<file path="src/pkg/tal_map.svh">
// Register offsets, field positions, reset values and fixed codes of the alarm block
`ifndef TAL_MAP_SVH
`define TAL_MAP_SVH

// --------------------------------------------------------------
// Register offsets
// --------------------------------------------------------------
`define TAL_OFS_TEMP 3'h0
`define TAL_OFS_CFG 3'h1
`define TAL_OFS_THYST 3'h2
`define TAL_OFS_TMAX 3'h3
`define TAL_OFS_TLOW 3'h4
`define TAL_OFS_THIGH 3'h5

// --------------------------------------------------------------
// Configuration byte fields
// --------------------------------------------------------------
`define TAL_CFG_SHDN 0
`define TAL_CFG_INTR 1
`define TAL_CFG_OVPOL 2
`define TAL_CFG_ALPOL 3
`define TAL_CFG_FQEN 4
`define TAL_CFG_WMASK 8'h3F

// --------------------------------------------------------------
// Reset values and field layout
// --------------------------------------------------------------
`define TAL_TEMP_RST 16'h0000
`define TAL_CFG_RST 8'h00
`define TAL_THYST_RST 16'h0100
`define TAL_TMAX_RST 16'h2800
`define TAL_TLOW_RST 16'h0500
`define TAL_THIGH_RST 16'h2000
`define TAL_THR_MASK 16'hFF80
`define TAL_THR_LSB 7
`define TAL_FRAC_PAD 4'h0
`define TAL_FLAG_PAD 3'h0

// --------------------------------------------------------------
// Fault queue depths and address prefixes
// --------------------------------------------------------------
`define TAL_FQ_ONE 3'h1
`define TAL_FQ_FOUR 3'h4
`define TAL_CNT_ZERO 3'h0
`define TAL_CNT_ONE 3'h1
`define TAL_PFX_4PIN 3'h4
`define TAL_PFX_3PIN 4'h9

`endif

</file>
<file path="src/pkg/tal_pkg.sv">
// Types shared by the temperature alarm block
package tal_pkg;

  typedef struct packed {
    logic [2:0] addr;
    logic [15:0] wdata;
    logic wr;
    logic rd;
  } tal_bus_req_t;

  typedef enum logic {
    TAL_SEEK_FAULT = 1'b0,
    TAL_SEEK_RETURN = 1'b1
  } tal_phase_t;

  typedef enum logic {
    TAL_SIDE_LOW = 1'b0,
    TAL_SIDE_HIGH = 1'b1
  } tal_side_t;

endpackage

</file>
<file path="src/hdl/tal_top.sv">
// Threshold, hysteresis, fault-queue and shutdown logic of a temperature alarm block
//
// Local design decisions: the register addresses and the plain strobed port.
`include "tal_map.svh"

// What this block does
// - Config byte picks alert polarity and comparator or interrupt behaviour.
// - Alert pin is open drain: drives only while asserted, else released.
// - Interrupt behaviour alarms on readings above high or below low limit.
// - Interrupt alarm stays until any register read clears it.
// - After clearing, watch for the hysteresis crossing back and alarm again.
// - Interrupt alarm needs fault-queue-depth consecutive qualifying conversions.
// - Comparator alarm asserts after depth conversions above high or below low.
// - Comparator alarm drops after depth conversions back past hysteresis.
// - Comparator alarm clears by itself, no host action needed.
// - Overheat output is always comparator, asserting above the critical limit.
// - Overheat drops only below critical limit minus hysteresis.
// - Fault queue depth applies to both overheat assertion and release.
// - Shutdown bit set by host stops converter; bus keeps working.
// - In shutdown the temperature register keeps the last result.
// - Shutdown freezes both alarm outputs and holds fault counts at zero.
// - After shutdown the old temperature stays until a new conversion lands.
// - Bus address is a fixed prefix plus the address-select pin levels.
// - Config bit 1: zero comparator, one interrupt behaviour.
// - Config bits 2 and 3: overheat and alert polarity, one active high.
// - Config bit 0: zero normal conversions, one shutdown.
// - Fault queue depth is one after reset, four with queue enable set.
module tal_top #(
  parameter int NUM_ADDR_PINS = 4
) (
  input wire logic MCLK,
  input wire logic RST,
  input tal_pkg::tal_bus_req_t BUS,
  output logic [15:0] RD_DATA,
  input wire logic CONV_CLK,
  input wire logic [12:0] CONV_RESULT,
  input wire logic ADDR_SELECT_PIN_0,
  input wire logic ADDR_SELECT_PIN_1,
  input wire logic ADDR_SELECT_PIN_2,
  input wire logic ADDR_SELECT_PIN_3,
  output logic ALERT_OUT,
  output logic ALERT_OE,
  output logic OVERHEAT_OUT,
  output logic OVERHEAT_OE,
  output logic CONV_ENABLE,
  output logic [6:0] BUS_ADDRESS
);
  import tal_pkg::*;

  logic [15:0] temp_r;
  logic [7:0] cfg_r;
  logic [15:0] thyst_r;
  logic [15:0] tmax_r;
  logic [15:0] tlow_r;
  logic [15:0] thigh_r;
  logic [13:0] conv_s;
  logic [3:0] pins_s;
  logic conv_clk_prev_r;
  logic conv_evt;
  logic shdn;
  logic al_pol;
  logic ov_pol;
  logic intr_mode;
  logic [2:0] depth;
  logic signed [13:0] t_new;
  logic hi_fault;
  logic lo_fault;
  logic hi_back;
  logic lo_back;
  logic ov_fault;
  logic ov_back;
  logic al_qual;
  logic ov_qual;
  logic al_fire;
  logic ov_fire;
  tal_phase_t al_phase_r;
  tal_side_t al_side_r;
  tal_phase_t ov_phase_r;
  logic [2:0] al_cnt_r;
  logic [2:0] ov_cnt_r;
  logic al_irq_r;
  logic [15:0] rd_nxt;

  // ------------------------------------------------------------
  // Input synchronisers
  // ------------------------------------------------------------
  // Result bits must be steady a few clocks before the converter edge
  tal_sync #(.W(14)) u_sync_conv (
    .clk(MCLK),
    .rst(RST),
    .din({CONV_CLK, CONV_RESULT}),
    .dout(conv_s)
  );

  tal_sync #(.W(4)) u_sync_pins (
    .clk(MCLK),
    .rst(RST),
    .din({ADDR_SELECT_PIN_3, ADDR_SELECT_PIN_2, ADDR_SELECT_PIN_1, ADDR_SELECT_PIN_0}),
    .dout(pins_s)
  );

  always_ff @(posedge MCLK or posedge RST) begin
    if (RST) begin
      conv_clk_prev_r <= 1'b0;
    end else begin
      conv_clk_prev_r <= conv_s[13];
    end
  end

  // Converter halted in shutdown, so stray edges are dropped too
  assign conv_evt = conv_s[13] & ~conv_clk_prev_r & ~shdn;

  // ------------------------------------------------------------
  // Configuration decode
  // ------------------------------------------------------------
  assign shdn = cfg_r[`TAL_CFG_SHDN];
  assign intr_mode = cfg_r[`TAL_CFG_INTR];
  assign ov_pol = cfg_r[`TAL_CFG_OVPOL];
  assign al_pol = cfg_r[`TAL_CFG_ALPOL];
  assign depth = cfg_r[`TAL_CFG_FQEN] ? `TAL_FQ_FOUR : `TAL_FQ_ONE;

  // ------------------------------------------------------------
  // Threshold comparison in sixteenths of a degree
  // ------------------------------------------------------------
  function automatic logic signed [13:0] thr(input logic [15:0] r);
    return {r[15], r[15:`TAL_THR_LSB], `TAL_FRAC_PAD};
  endfunction

  assign t_new = {conv_s[12], conv_s[12:0]};
  assign hi_fault = t_new > thr(thigh_r);
  assign lo_fault = t_new < thr(tlow_r);
  assign hi_back = t_new < (thr(thigh_r) - thr(thyst_r));
  assign lo_back = t_new > (thr(tlow_r) + thr(thyst_r));
  assign ov_fault = t_new > thr(tmax_r);
  assign ov_back = t_new < (thr(tmax_r) - thr(thyst_r));

  // A return is judged against the side that raised the fault
  always_comb begin
    al_qual = 1'b0;
    ov_qual = 1'b0;
    case (al_phase_r)
      TAL_SEEK_FAULT: al_qual = hi_fault | lo_fault;
      TAL_SEEK_RETURN: al_qual = (al_side_r == TAL_SIDE_HIGH) ? hi_back : lo_back;
      default: al_qual = 1'b0;
    endcase
    case (ov_phase_r)
      TAL_SEEK_FAULT: ov_qual = ov_fault;
      TAL_SEEK_RETURN: ov_qual = ov_back;
      default: ov_qual = 1'b0;
    endcase
  end

  // At-or-above so a depth lowered mid-count still fires instead of wrapping
  assign al_fire = conv_evt & al_qual & ((al_cnt_r + `TAL_CNT_ONE) >= depth);
  assign ov_fire = conv_evt & ov_qual & ((ov_cnt_r + `TAL_CNT_ONE) >= depth);

  // ------------------------------------------------------------
  // Register writes
  // ------------------------------------------------------------
  always_ff @(posedge MCLK or posedge RST) begin
    if (RST) begin
      cfg_r <= `TAL_CFG_RST;
      thyst_r <= `TAL_THYST_RST;
      tmax_r <= `TAL_TMAX_RST;
      tlow_r <= `TAL_TLOW_RST;
      thigh_r <= `TAL_THIGH_RST;
    end else if (BUS.wr) begin
      case (BUS.addr)
        `TAL_OFS_CFG: cfg_r <= BUS.wdata[7:0] & `TAL_CFG_WMASK;
        `TAL_OFS_THYST: thyst_r <= BUS.wdata & `TAL_THR_MASK;
        `TAL_OFS_TMAX: tmax_r <= BUS.wdata & `TAL_THR_MASK;
        `TAL_OFS_TLOW: tlow_r <= BUS.wdata & `TAL_THR_MASK;
        `TAL_OFS_THIGH: thigh_r <= BUS.wdata & `TAL_THR_MASK;
        default: cfg_r <= cfg_r;
      endcase
    end
  end

  // ------------------------------------------------------------
  // Temperature result
  // ------------------------------------------------------------
  // Only a finished conversion replaces the held value
  always_ff @(posedge MCLK or posedge RST) begin
    if (RST) begin
      temp_r <= `TAL_TEMP_RST;
    end else if (conv_evt) begin
      temp_r <= {conv_s[12:0], `TAL_FLAG_PAD};
    end
  end

  // ------------------------------------------------------------
  // Alert fault queue and state
  // ------------------------------------------------------------
  always_ff @(posedge MCLK or posedge RST) begin
    if (RST) begin
      al_phase_r <= TAL_SEEK_FAULT;
      al_side_r <= TAL_SIDE_HIGH;
      al_cnt_r <= `TAL_CNT_ZERO;
    end else if (shdn) begin
      al_cnt_r <= `TAL_CNT_ZERO;
    end else if (conv_evt) begin
      if (!al_qual) begin
        al_cnt_r <= `TAL_CNT_ZERO;
      end else if (al_fire) begin
        al_cnt_r <= `TAL_CNT_ZERO;
        case (al_phase_r)
          TAL_SEEK_FAULT: begin
            al_phase_r <= TAL_SEEK_RETURN;
            al_side_r <= hi_fault ? TAL_SIDE_HIGH : TAL_SIDE_LOW;
          end
          TAL_SEEK_RETURN: al_phase_r <= TAL_SEEK_FAULT;
          default: al_phase_r <= TAL_SEEK_FAULT;
        endcase
      end else begin
        al_cnt_r <= al_cnt_r + `TAL_CNT_ONE;
      end
    end
  end

  // Set wins over the clearing read
  always_ff @(posedge MCLK or posedge RST) begin
    if (RST) begin
      al_irq_r <= 1'b0;
    end else if (!intr_mode) begin
      al_irq_r <= 1'b0;
    end else if (al_fire) begin
      al_irq_r <= 1'b1;
    end else if (BUS.rd) begin
      al_irq_r <= 1'b0;
    end
  end

  // ------------------------------------------------------------
  // Overheat fault queue and state
  // ------------------------------------------------------------
  always_ff @(posedge MCLK or posedge RST) begin
    if (RST) begin
      ov_phase_r <= TAL_SEEK_FAULT;
      ov_cnt_r <= `TAL_CNT_ZERO;
    end else if (shdn) begin
      ov_cnt_r <= `TAL_CNT_ZERO;
    end else if (conv_evt) begin
      if (!ov_qual) begin
        ov_cnt_r <= `TAL_CNT_ZERO;
      end else if (ov_fire) begin
        ov_cnt_r <= `TAL_CNT_ZERO;
        ov_phase_r <= (ov_phase_r == TAL_SEEK_FAULT) ? TAL_SEEK_RETURN : TAL_SEEK_FAULT;
      end else begin
        ov_cnt_r <= ov_cnt_r + `TAL_CNT_ONE;
      end
    end
  end

  // ------------------------------------------------------------
  // Open-drain pins, frozen through shutdown
  // ------------------------------------------------------------
  // Pull toward the active level only; a pull-up owns the idle level
  always_ff @(posedge MCLK or posedge RST) begin
    if (RST) begin
      ALERT_OUT <= 1'b0;
      ALERT_OE <= 1'b0;
      OVERHEAT_OUT <= 1'b0;
      OVERHEAT_OE <= 1'b0;
    end else if (!shdn) begin
      ALERT_OUT <= al_pol;
      ALERT_OE <= intr_mode ? al_irq_r : (al_phase_r == TAL_SEEK_RETURN);
      OVERHEAT_OUT <= ov_pol;
      OVERHEAT_OE <= (ov_phase_r == TAL_SEEK_RETURN);
    end
  end

  always_ff @(posedge MCLK or posedge RST) begin
    if (RST) begin
      CONV_ENABLE <= 1'b0;
      BUS_ADDRESS <= 7'h00;
    end else begin
      CONV_ENABLE <= ~shdn;
      BUS_ADDRESS <= (NUM_ADDR_PINS == 4) ? {`TAL_PFX_4PIN, pins_s} :
                     {`TAL_PFX_3PIN, pins_s[2:0]};
    end
  end

  // ------------------------------------------------------------
  // Read port
  // ------------------------------------------------------------
  always_comb begin
    rd_nxt = 16'h0000;
    case (BUS.addr)
      `TAL_OFS_TEMP: rd_nxt = {temp_r[15:3], ov_phase_r == TAL_SEEK_RETURN,
                      (al_phase_r == TAL_SEEK_RETURN) && (al_side_r == TAL_SIDE_HIGH),
                      (al_phase_r == TAL_SEEK_RETURN) && (al_side_r == TAL_SIDE_LOW)};
      `TAL_OFS_CFG: rd_nxt = {8'h00, cfg_r};
      `TAL_OFS_THYST: rd_nxt = thyst_r;
      `TAL_OFS_TMAX: rd_nxt = tmax_r;
      `TAL_OFS_TLOW: rd_nxt = tlow_r;
      `TAL_OFS_THIGH: rd_nxt = thigh_r;
      default: rd_nxt = 16'h0000;
    endcase
  end

  // Data stand only in the cycle after the strobe
  always_ff @(posedge MCLK or posedge RST) begin
    if (RST) begin
      RD_DATA <= 16'h0000;
    end else begin
      RD_DATA <= BUS.rd ? rd_nxt : 16'h0000;
    end
  end
endmodule

</file>
<file path="src/hdl/tal_sync.sv">
// Three-stage input synchroniser; a bit changes once stages two and three agree
module tal_sync #(
  parameter int W = 1
) (
  input wire logic clk,
  input wire logic rst,
  input wire logic [W-1:0] din,
  output logic [W-1:0] dout
);
  logic [W-1:0] s1_r;
  logic [W-1:0] s2_r;
  logic [W-1:0] s3_r;
  logic [W-1:0] agree;

  assign agree = ~(s2_r ^ s3_r);

  always_ff @(posedge clk or posedge rst) begin
    if (rst) begin
      s1_r <= '0;
      s2_r <= '0;
      s3_r <= '0;
    end else begin
      s1_r <= din;
      s2_r <= s1_r;
      s3_r <= s2_r;
    end
  end

  // Hold the old level while the two late stages disagree
  always_ff @(posedge clk or posedge rst) begin
    if (rst) begin
      dout <= '0;
    end else begin
      dout <= (s3_r & agree) | (dout & ~agree);
    end
  end
endmodule

</file>
<file path="config.mk">
export PLATFORM = sky130hd
export DESIGN_NAME = tal_top
export DESIGN_NICKNAME = d
export VERILOG_FILES = /design/src/pkg/tal_pkg.sv /design/src/hdl/tal_top.sv /design/src/hdl/tal_sync.sv
export VERILOG_INCLUDE_DIRS = /design/src /design/src/pkg
export SDC_FILE = /design/constraint.sdc
export NUM_CORES = 1
export LEC_CHECK = 0
export BUFFER_PORTS_ARGS = -buffer_cell sky130_fd_sc_hd__buf_2
export CAP_MARGIN = 5
export CORE_ASPECT_RATIO = 1.75
export CORE_UTILIZATION = 55
export CTS_BUF_LIST = sky130_fd_sc_hd__clkbuf_16
export CTS_CLUSTER_DIAMETER = 120
export DETAILED_ROUTE_END_ITERATION = 16
export HOLD_SLACK_MARGIN = 0.02
export PLACE_DENSITY = 0.74
export SLEW_MARGIN = 20
export SYNTH_ARGS = -nofsm -noshare
export SYNTH_HDL_FRONTEND = slang
export SYNTH_HIERARCHICAL = 1
export SYNTH_SLANG_ARGS = --single-unit
</file>
<file path="constraint.sdc">
create_clock -name MCLK -period 8.7 [get_ports MCLK]
set_input_delay 2.175 -clock MCLK [delete_from_list [all_inputs] [get_ports MCLK]]
set_output_delay 2.175 -clock MCLK [all_outputs]
set_load 0.02 [all_outputs]
</file>
# Word-level counts from Yosys, hierarchy flattened
# Index checks and enable logic that the tools add are counted.
# totals
elab_cells,104
inputBits,41
out_inout_bits,28
regBits,164
# classes
addsub,5
n_mux,21
reduce_logical,12
order_cmp,8
bitwise_logic,24
eq_ne,6
# ops
op,count
case mux 16 bit (6 select lines),1
bitwise AND 14 bit,2
less-than comparator 13 x 14 -> 1 bit,2
NOT 14 bit,2
subtractor 13 x 13 -> 14 bit,2
2-to-1 mux 3 bit,9
> comparator 13 bit,2
2-to-1 mux 16 bit,1
adder 13 x 13 -> 14 bit,1
> comparator 13 x 14 -> 1 bit,1
OR 14 bit,1
bitwise XOR 14 bit,1
less-than comparator 13 bit,1
AND reduction 2 bit,5
bitwise AND 4 bit,2
NOT 4 bit,2
AND reduction 4 bit,2
2-to-1 mux 1 bit,7
adder 3 x 1 -> 3 bit (second input constant),2
bitwise AND 1 bit,6
equality test 3 x 2 -> 1 bit (second input constant),2
equality test 3 bit (second input constant),2
greater-or-equal comparator 3 bit,2
case mux 1 bit (2 select lines),3
10 further kinds,15

# Logic depth before layout (Yosys ltp)
# Gate-level depths: netlist of the first run.
# depth
ltp_word,10
mapped_depth,17

# Modules after synthesis
# Netlist of the first run, hierarchy kept.
# modules_own_cells
module,cells_per_inst,n_inst,seq_area_each_um2,area_per_inst_um2
tal_top,647,1,2311.0,6189.7
tal_sync (u_sync_conv),71,1,1401.3,1562.7
tal_sync (u_sync_pins),21,1,400.4,449.2

# Worst setup path before layout of the first run
# No wires, ideal clock.
# synth_timing
path_kind,reg2reg
start,register thyst_r[8]
end,register ov_cnt_r[0]
path_stages_with_launch,14
setup_time_ns,0.125
t_arrival_ns,3.403
setup_slack_ns,5.172
period_less_slack_ns,3.528
cell_sequence,dfstp_2 inv_1 fa_1 a21o_1 a21oi_1 nor2b_1 o21a_1 o41a_1 xnor2_1 ha_1 o21ai_0 a2111oi_0 nor3_1 mux2_2
# synth_between
elab_chain_cells,9
# synth_rtl
item,line_no,text
start: declaration,tal_top.sv:52,logic [15:0] thyst_r;
start signal: assignment,tal_top.sv:163,thyst_r <= `TAL_THYST_RST;
start signal: assignment,tal_top.sv:170,`TAL_OFS_THYST: thyst_r <= BUS.wdata & `TAL_THR_MASK;
subtractor 13 x 13 -> 14 bit (*),tal_top.sv:135,assign ov_back = t_new < (thr(tmax_r) - thr(thyst_r));
less-than comparator 13 x 14 -> 1 bit (*),tal_top.sv:135,
case mux 1 bit (2 select lines) (*),tal_top.sv:146,case (ov_phase_r)
bitwise AND 1 bit (2 in series),tal_top.sv:155,assign ov_fire = conv_evt & ov_qual & ((ov_cnt_r + `TAL_CNT_ONE) >= depth);
2-to-1 mux 3 bit,tal_top.sv:245,end else if (ov_fire) begin
2-to-1 mux 3 bit (*),tal_top.sv:243,if (!ov_qual) begin
2-to-1 mux 3 bit (*),tal_top.sv:242,end else if (conv_evt) begin
2-to-1 mux 3 bit (*),tal_top.sv:240,end else if (shdn) begin
end signal: assignment,tal_top.sv:241,ov_cnt_r <= `TAL_CNT_ZERO;
end signal: assignment,tal_top.sv:244,ov_cnt_r <= `TAL_CNT_ZERO;
end signal: assignment,tal_top.sv:246,ov_cnt_r <= `TAL_CNT_ZERO;
end: declaration,tal_top.sv:80,logic [2:0] ov_cnt_r;
# Mark *: on every way between the ends. The rest lies on a longest branch, timed or not. The select of a mux whose other input is x is not followed.
# A chain may end at the register's enable or synchronous reset.

# Final worst setup path of the first run
# Same ends and word-level chain as after synthesis.

==> metrics.md, run 1 <==
| Metric | Value |
|---|---|
| Status | `finished, final reports clean` |
| P per Cell Area | `284 nW/um^2` |
| Final setup fails | `0` |
| Cells after synthesis | `~740` |
| Synth Register Bits | `164` |
| Critical Path Stages | `13` |
| CP max FO | `6` |
| Die area | `15400 um^2` |
| First-pass GRT wire length | `30400 um` |
| Comb pwr share | `0.334` |
| Postcts setup bufs | `0` |
| Gpl congestion | `roughly 0.93` |
| Synth Flop Type | `dfrtp_1` |
| Gr usage total | `0.265` |
| Post-synthesis cell type count | `65` |
| Slowest CP cell | `a2111oi_0` |
| Nets | `947` |
| Internal | `0.00170 W` |
| Hold Crit Start | `u_sync_conv/s1_r[12]` |
| Critical R2R Launch | `thyst_r[8]` |
| Starting density of the core | `0.568` |
| # DRC | `0` |
| EDFF count, synth | `0` |
| R2r endpoint | `ov_cnt_r[0]` |
| Pre-CTS setup slack | `4.47 ns` |
| Setup crit end kind | `flop` |
| Port Buf Inserts | `65` |
| Register area | `about 4100 um^2` |
| Drt total wl | `about 19000 um` |
| Initial antenna violation count | `0` |
| Area contributors post-synth | `dfrtp_1 48%, ha_1 13%, mux2_2 3.8%, nand2_1 3.6%, inv_1 2.9%` |
| Cts bufs inserted | `17` |
| Via count | `5881` |
| Period utilisation layout | `0.480` |
| Maximum buffer depth of the clock tree | `2` |
| P_leak | `4.53 nW` |
| Cts repair resizes | `0` |
| Wirelength per Cell | `19.0 um` |
| Fillers | `roughly 1100` |
| Switch Pwr | `0.000966 W` |
| CP required | `around 9.0 ns` |
| Power Total | `0.00266 W` |
| Vias/cell | `5.83` |
| Worst path bufs/invs | `1` |
| Final Max Tran Viols | `0` |
| Vias in the first global route | `6170` |
| Htree depth | `4` |
| Worst-Margin Slew | `0.881 ns` |
| Setup ws final | `4.53 ns` |
| GR Layer Usage met2 | `0.464` |
| Worst hold endpoint | `u_sync_conv/s2_r[12]` |
| Final min period | `between 4 and 5 ns` |
| Clock network power share | `0.292` |
| Fin area | `9360 um^2` |
| Startpoint Class | `flop` |
| Post-synth ARST share | `1.00` |
| Met1 usage | `0.291` |
| Hold depth | `0` |
| Area Growth Syn to Fin | `14.2%` |
| Io pins | `between 60 and 70` |
| Share of cells above drive strength 1 | `0.200` |
| Final Hold Viols | `0` |
| Worst skew pair latency | `0.43 ns` |
| Critical Path AT | `4.48 ns` |
| Setup TNS | `0 ns` |
| Share of power burned in registers | `0.374` |
| GR Util met3 | `0.0372` |
| Footprint of the multi-input gates | `3800 um^2` |
| Min Hold Slack | `0.348 ns` |
| Site Rows | `58` |
| Post-synthesis sequential area ratio | `0.501` |
| Max Freq | `240 MHz` |
| Final HPWL DP | `around 14000 um` |
| Diode count | `0` |
| Leading area contributor after synthesis | `dfrtp_1` |
| Drt initial violations | `~330` |
| Most frequent cells in the layout | `157 x dfrtp_1, 87 x ha_1, 78 x nand2_1, 65 x buf_2, 61 x inv_1` |
| Unrepaired setup endpoints after global routing | `false` |
| Setup slack, reg-to-reg | `roughly 4.5 ns` |
| Critical Path Max Stage Delay | `0.81 ns` |
| Die width | `between 90 and 100 um` |
| Setup CP Type | `reg -> reg` |
| Clk root buf | `clkbuf_16` |
| Hold crit path type | `reg -> reg` |
| Switching part of the total | `0.363` |
| Post-Syn Area | `8200 um^2` |
| Antenna Nets Post-Route | `0` |
| Cell Area, Placed | `roughly 8700 um^2` |
| Slew headroom | `0.397` |
| Delay-heaviest family, CP | `compound AO/OA/AOI/OAI gates` |
| Cell Chain, Critical Path | `inv_1 -> fa_1 -> a21o_1 -> a21oi_1 -> nor2b_1 -> o21a_1 -> o41a_1 -> xnor2_1 -> ha_1 -> o21ai_0 -> a2111oi_0 -> nor3_1 -> mux2_2` |
| Core ar. | `14400 um^2` |
| Peak supply drop | `0.000203 V` |
| Setup Skew | `0.0116 ns` |
| Sink Count | `164` |
| Die height | `164 um` |
| CTS tree | `done` |
| Average cell area after synthesis | `11.1 um^2` |
| Cells on worst reg2reg path | `13` |
| Cts-stage hold buffer count | `0` |
| Drt first pass iters | `7` |
| Top cell type's share of synthesized area | `0.479` |
| Commonest non-fill, non-tap cell in the layout | `dfrtp_1` |
| Layer with the highest usage | `met2` |
| Yosys warns | `6` |
| Clk pin slew, worst setup/hold paths | `0.07 ns` |
| Largest net degree at the start of global routing | `57` |
| Total congestion overflow | `0` |
| Max-cap violations | `0` |
cell usage after synthesis (2+ instances only):
| master | n |
|---|---|
| o41ai_1 | 4 |
| a21o_1 | 9 |
| inv_1 | 63 |
| a211oi_1 | 2 |
| o21ai_0 | 34 |
| o21a_1 | 7 |
| o31ai_1 | 4 |
| mux2_2 | 28 |
| dfstp_2 | 7 |
| buf_4 | 2 |
| xor2_1 | 9 |
| clkbuf_1 | 8 |
| a21oi_1 | 47 |
| o211ai_1 | 5 |
| buf_2 | 2 |
| nor2b_1 | 9 |
| a2111oi_0 | 4 |
| conb_1 | 2 |
| nand3_1 | 9 |
| a211o_1 | 4 |
| xnor2_1 | 12 |
| nor3_1 | 13 |
| nor2_1 | 34 |
| maj3_2 | 18 |
| and3_1 | 3 |
| fa_1 | 3 |
| o41a_1 | 2 |
| mux2i_1 | 11 |
| ha_1 | 87 |
| nand2b_1 | 12 |
| a22oi_1 | 13 |
| nand2_1 | 78 |
| dfrtp_1 | 157 |
| nor3b_1 | 3 |
| nand4_1 | 4 |
worst max-delay path by stage:
stage | startpoint | to | slack (ns)
global route | thyst_r[8] | ov_cnt_r[0] | 4.29
CTS | thyst_r[8] | ov_cnt_r[0] | 4.60
finish | thyst_r[8] | ov_cnt_r[0] | 4.53
floorplan | RST | ALERT_OE | 4.14
global placement | BUS[18] | cfg_r[5] | 4.48
detailed placement | BUS[18] | cfg_r[3] | 4.47
area by class of cell:
type                    instances  area share
repair buffers                 70      0.0387
clock buffers                  17      0.0454
inverters                      63      0.0254
multi-input cells             500       0.406
clock inverters                15      0.0216
flip-flops and latches        164       0.439
well taps                     180      0.0241
through the flow:
step	instances	utilization
2_1_floorplan	740	-
3_3_place_gp	977	0.605
3_5_place_dp	977	0.605
4_1_cts	1009	0.648
5_1_grt	1009	0.648
6_report	1009	0.648
power groups by stage:
stage	Sequential, W	Clock [W]	Combinational (W)
4_1_cts	0.000996	0.000787	0.000885
3_5_place_dp	0.00101	0	0.000864
5_1_grt	0.00101	0.000822	0.00101
2_1_floorplan	0.000979	0	0.000662
3_3_place_gp	0.00100	0	0.000814
6_report	0.000997	0.000777	0.000888
cells by family after synthesis:
family,after synthesis,share of synthesized area
buf+inv,76,0.0360
other cells,2,0.000916
xor+xnor,21,0.0224
fa+ha+maj,108,0.165
flops,164,0.501
simple gates,175,0.0987
compound gates,154,0.124
mux,39,0.0519
routing by layer:
layer,routed length (um),vias up
met2,9970,188
met5,0,-
met3,654,80
met4,1220,0
met1,7300,2866
li1,-,2747
Note: power is estimated with default switching activity, not from simulation.
==> run 2, diff against run 1 <==
clock period = 4 ns   (was 8.7 ns; I/O delays follow)
==> run 2 against run 1 <==
  * Die area is the same
  * Combinational power rose by 140%
  * Sequential share of layout area is 0.79 points lower
  * Via count is 0.63% higher
  * Routed wire length is 0.49% higher
  * Fmax rose by 7.8%
  * Worst setup slack got worse by 4.4 ns
  * Clock power rose by 110%
  * Register-to-register slack got worse by 4.4 ns
  * Global-route usage is essentially flat
  * Final cell count grew 1.1%
==> metrics.md, run 2 (same netlist as run 1, synthesis figures left out) <==
| Metric | Value |
|---|---|
| Unrepaired setup endpoints after global routing | `true` |
| Largest net degree at the start of global routing | `93` |
| Hold Crit Start | `u_sync_conv/s1_r[8]` |
| Total congestion overflow | `0` |
| Setup CP Type | `reg -> reg` |
| Die height | `roughly 160 um` |
| Htree depth | `4` |
| Gpl congestion | `0.885` |
| Antenna Nets Post-Route | `0` |
| Final setup fails | `0` |
| Status | `finished, final reports clean` |
| Site Rows | `58` |
| Delay-heaviest family, CP | `compound AO/OA/AOI/OAI gates` |
| Cts bufs inserted | `17` |
| Hold crit path type | `reg -> reg` |
| Critical Path Source | `thyst_r[8]` |
| Cell Chain, Critical Path | `clkinvlp_4 -> buf_6 -> fa_2 -> a21o_1 -> a21oi_2 -> nor2b_1 -> o21a_1 -> o41a_1 -> xnor2_1 -> ha_1 -> inv_2 -> buf_4 -> o41ai_2 -> o31a_1 -> o32ai_1` |
| Setup crit end kind | `flop` |
| Power Total | `0.00593 W` |
| Io pins | `69` |
| Core ar. | `approximately 14000 um^2` |
| Register area | `4110 um^2` |
| Final min period | `about 3.9 ns` |
| Vias in the first global route | `6255` |
| Critical Path Max Stage Delay | `0.58 ns` |
| Initial antenna violation count | `0` |
| Footprint of the multi-input gates | `3920 um^2` |
| Fin area | `9540 um^2` |
| Cell Area, Placed | `8760 um^2` |
| CP max FO | `5` |
| Worst-Margin Slew | `about 0.96 ns` |
| Slowest CP cell | `dfstp_2` |
| Final HPWL DP | `roughly 14000 um` |
| First-pass GRT wire length | `30600 um` |
| Vias/cell | `5.80` |
| Nets | `958` |
| P per Cell Area | `622 nW/um^2` |
| Final Max Tran Viols | `0` |
| Drt first pass iters | `5` |
| Setup Skew | `0.00883 ns` |
| Pre-CTS setup slack | `-0.0187 ns` |
| Setup ws final | `approximately 0.13 ns` |
| Startpoint Class | `flop` |
| Final Hold Viols | `0` |
| CP required | `around 4.3 ns` |
| Critical R2R Launch | `thyst_r[8]` |
| Drt initial violations | `approximately 260` |
| Commonest non-fill, non-tap cell in the layout | `dfrtp_1` |
| Most frequent cells in the layout | `156 x dfrtp_1, 87 x ha_1, 78 x nand2_1, 65 x buf_2, 59 x inv_1` |
| Worst path bufs/invs | `4` |
| Maximum buffer depth of the clock tree | `2` |
| P_leak | `between 4 and 5 nW` |
| Gr usage total | `0.265` |
| Area Growth Syn to Fin | `16.3%` |
| Wirelength per Cell | `18.9 um` |
| Slew headroom | `0.358` |
| Die width | `94.3 um` |
| Worst skew pair latency | `0.43 ns` |
| Drt total wl | `19200 um` |
| Fillers | `about 1100` |
| Die area | `15400 um^2` |
| Max Freq | `between 200 and 300 MHz` |
| Clk pin slew, worst setup/hold paths | `about 0.070 ns` |
| Diode count | `0` |
| Clk root buf | `clkbuf_16` |
| Peak supply drop | `between 0.0003 and 0.0004 V` |
| Critical Path AT | `4.17 ns` |
| Starting density of the core | `0.568` |
| Period utilisation layout | `0.968` |
| Via count | `roughly 6000` |
| Port Buf Inserts | `65` |
| Max-cap violations | `0` |
| # DRC | `0` |
| Share of cells above drive strength 1 | `0.236` |
| Setup slack, reg-to-reg | `roughly 0.13 ns` |
| Sink Count | `164` |
| CTS tree | `done` |
## run 2: cell types whose count changed in the layout (fill, tap and decap cells not counted), moves of 3 or more
| cell | previous run | this run |
|---|---|---|
| o21ai_1 | 0 | 4 |
| o21ai_0 | 34 | 30 |
| o41ai_1 | 4 | 0 |
| fa_2 | 0 | 3 |
| buf_4 | 5 | 14 |
| a2111oi_0 | 4 | 0 |
| fa_1 | 3 | 0 |
| o41ai_2 | 1 | 5 |
## run 2: routing by layer
| layer | GRT usage | part of all wire | vias to the layer above |
|---|---|---|---|
| li1 | - | - | 2767 |
| met1 | 0.289 | 0.38 | 2923 |
| met2 | 0.468 | 0.52 | 164 |
| met3 | 0.0400 | 0.034 | 64 |
| met4 | 0.174 | 0.061 | 0 |
| met5 | 0 | 0 | - |
## run 2: final cells by class
cell class	count	share of cell area
clock buffer	17	0.0446
clock inverter	15	0.0168
inverter	63	0.0253
multi-input combinational	500	0.411
sequential	164	0.431
tap	180	0.0236
timing repair buffer	81	0.0475
## run 2: final timing paths
kind                       cells past startpoint                  end
max in group asynchronous                      3  u_sync_conv/s1_r[8]
hold / removal                                 0  u_sync_conv/s2_r[8]
min in group asynchronous                      2  u_sync_conv/s1_r[1]
setup / recovery                              15             al_irq_r
hold reg to reg                                0  u_sync_conv/s2_r[8]
setup reg to reg                              15             al_irq_r
## run 2: metrics by stage
step | setup TNS [ns] | instances | hold slack (ns) | util
after floorplan | 0 | 740 | 0.331 | -
after global placement | 0 | 980 | 0.331 | 0.606
after detailed placement | -0.0260 | 980 | 0.335 | 0.607
after CTS | 0 | 1012 | 0.350 | 0.648
after global routing | -0.118 | 1020 | 0.360 | 0.661
final | 0 | 1020 | 0.350 | 0.661
## run 2: repair_timing
| item | CTS | global route |
|---|---|---|
| resized for setup | 2 | 31 |
| gates cloned | 0 | 0 |
| pin swaps | 0 | 22 |
| endpoints found under the setup margin | 2 | 9 |
| hold buffers | 0 | 0 |
| setup buffers | 0 | 8 |
## run 2: worst reg2reg max path, stage by stage (launching register included)
cell	delay [ns]
dfstp_2	0.58
clkinvlp_4	0.16
buf_6	0.16
fa_2	0.33
a21o_1	0.20
a21oi_2	0.16
nor2b_1	0.07
o21a_1	0.20
o41a_1	0.39
xnor2_1	0.16
ha_1	0.31
inv_2	0.04
buf_4	0.12
o41ai_2	0.37
o31a_1	0.35
o32ai_1	0.14
## run 2: power breakdown
group	leakage [nW]	internal, W	switching [W]	total, W
clock network	0.284	0.000835	0.000765	0.00160
logic	2.32	0.000990	0.00117	0.00216
registers	1.98	0.00192	0.000253	0.00217
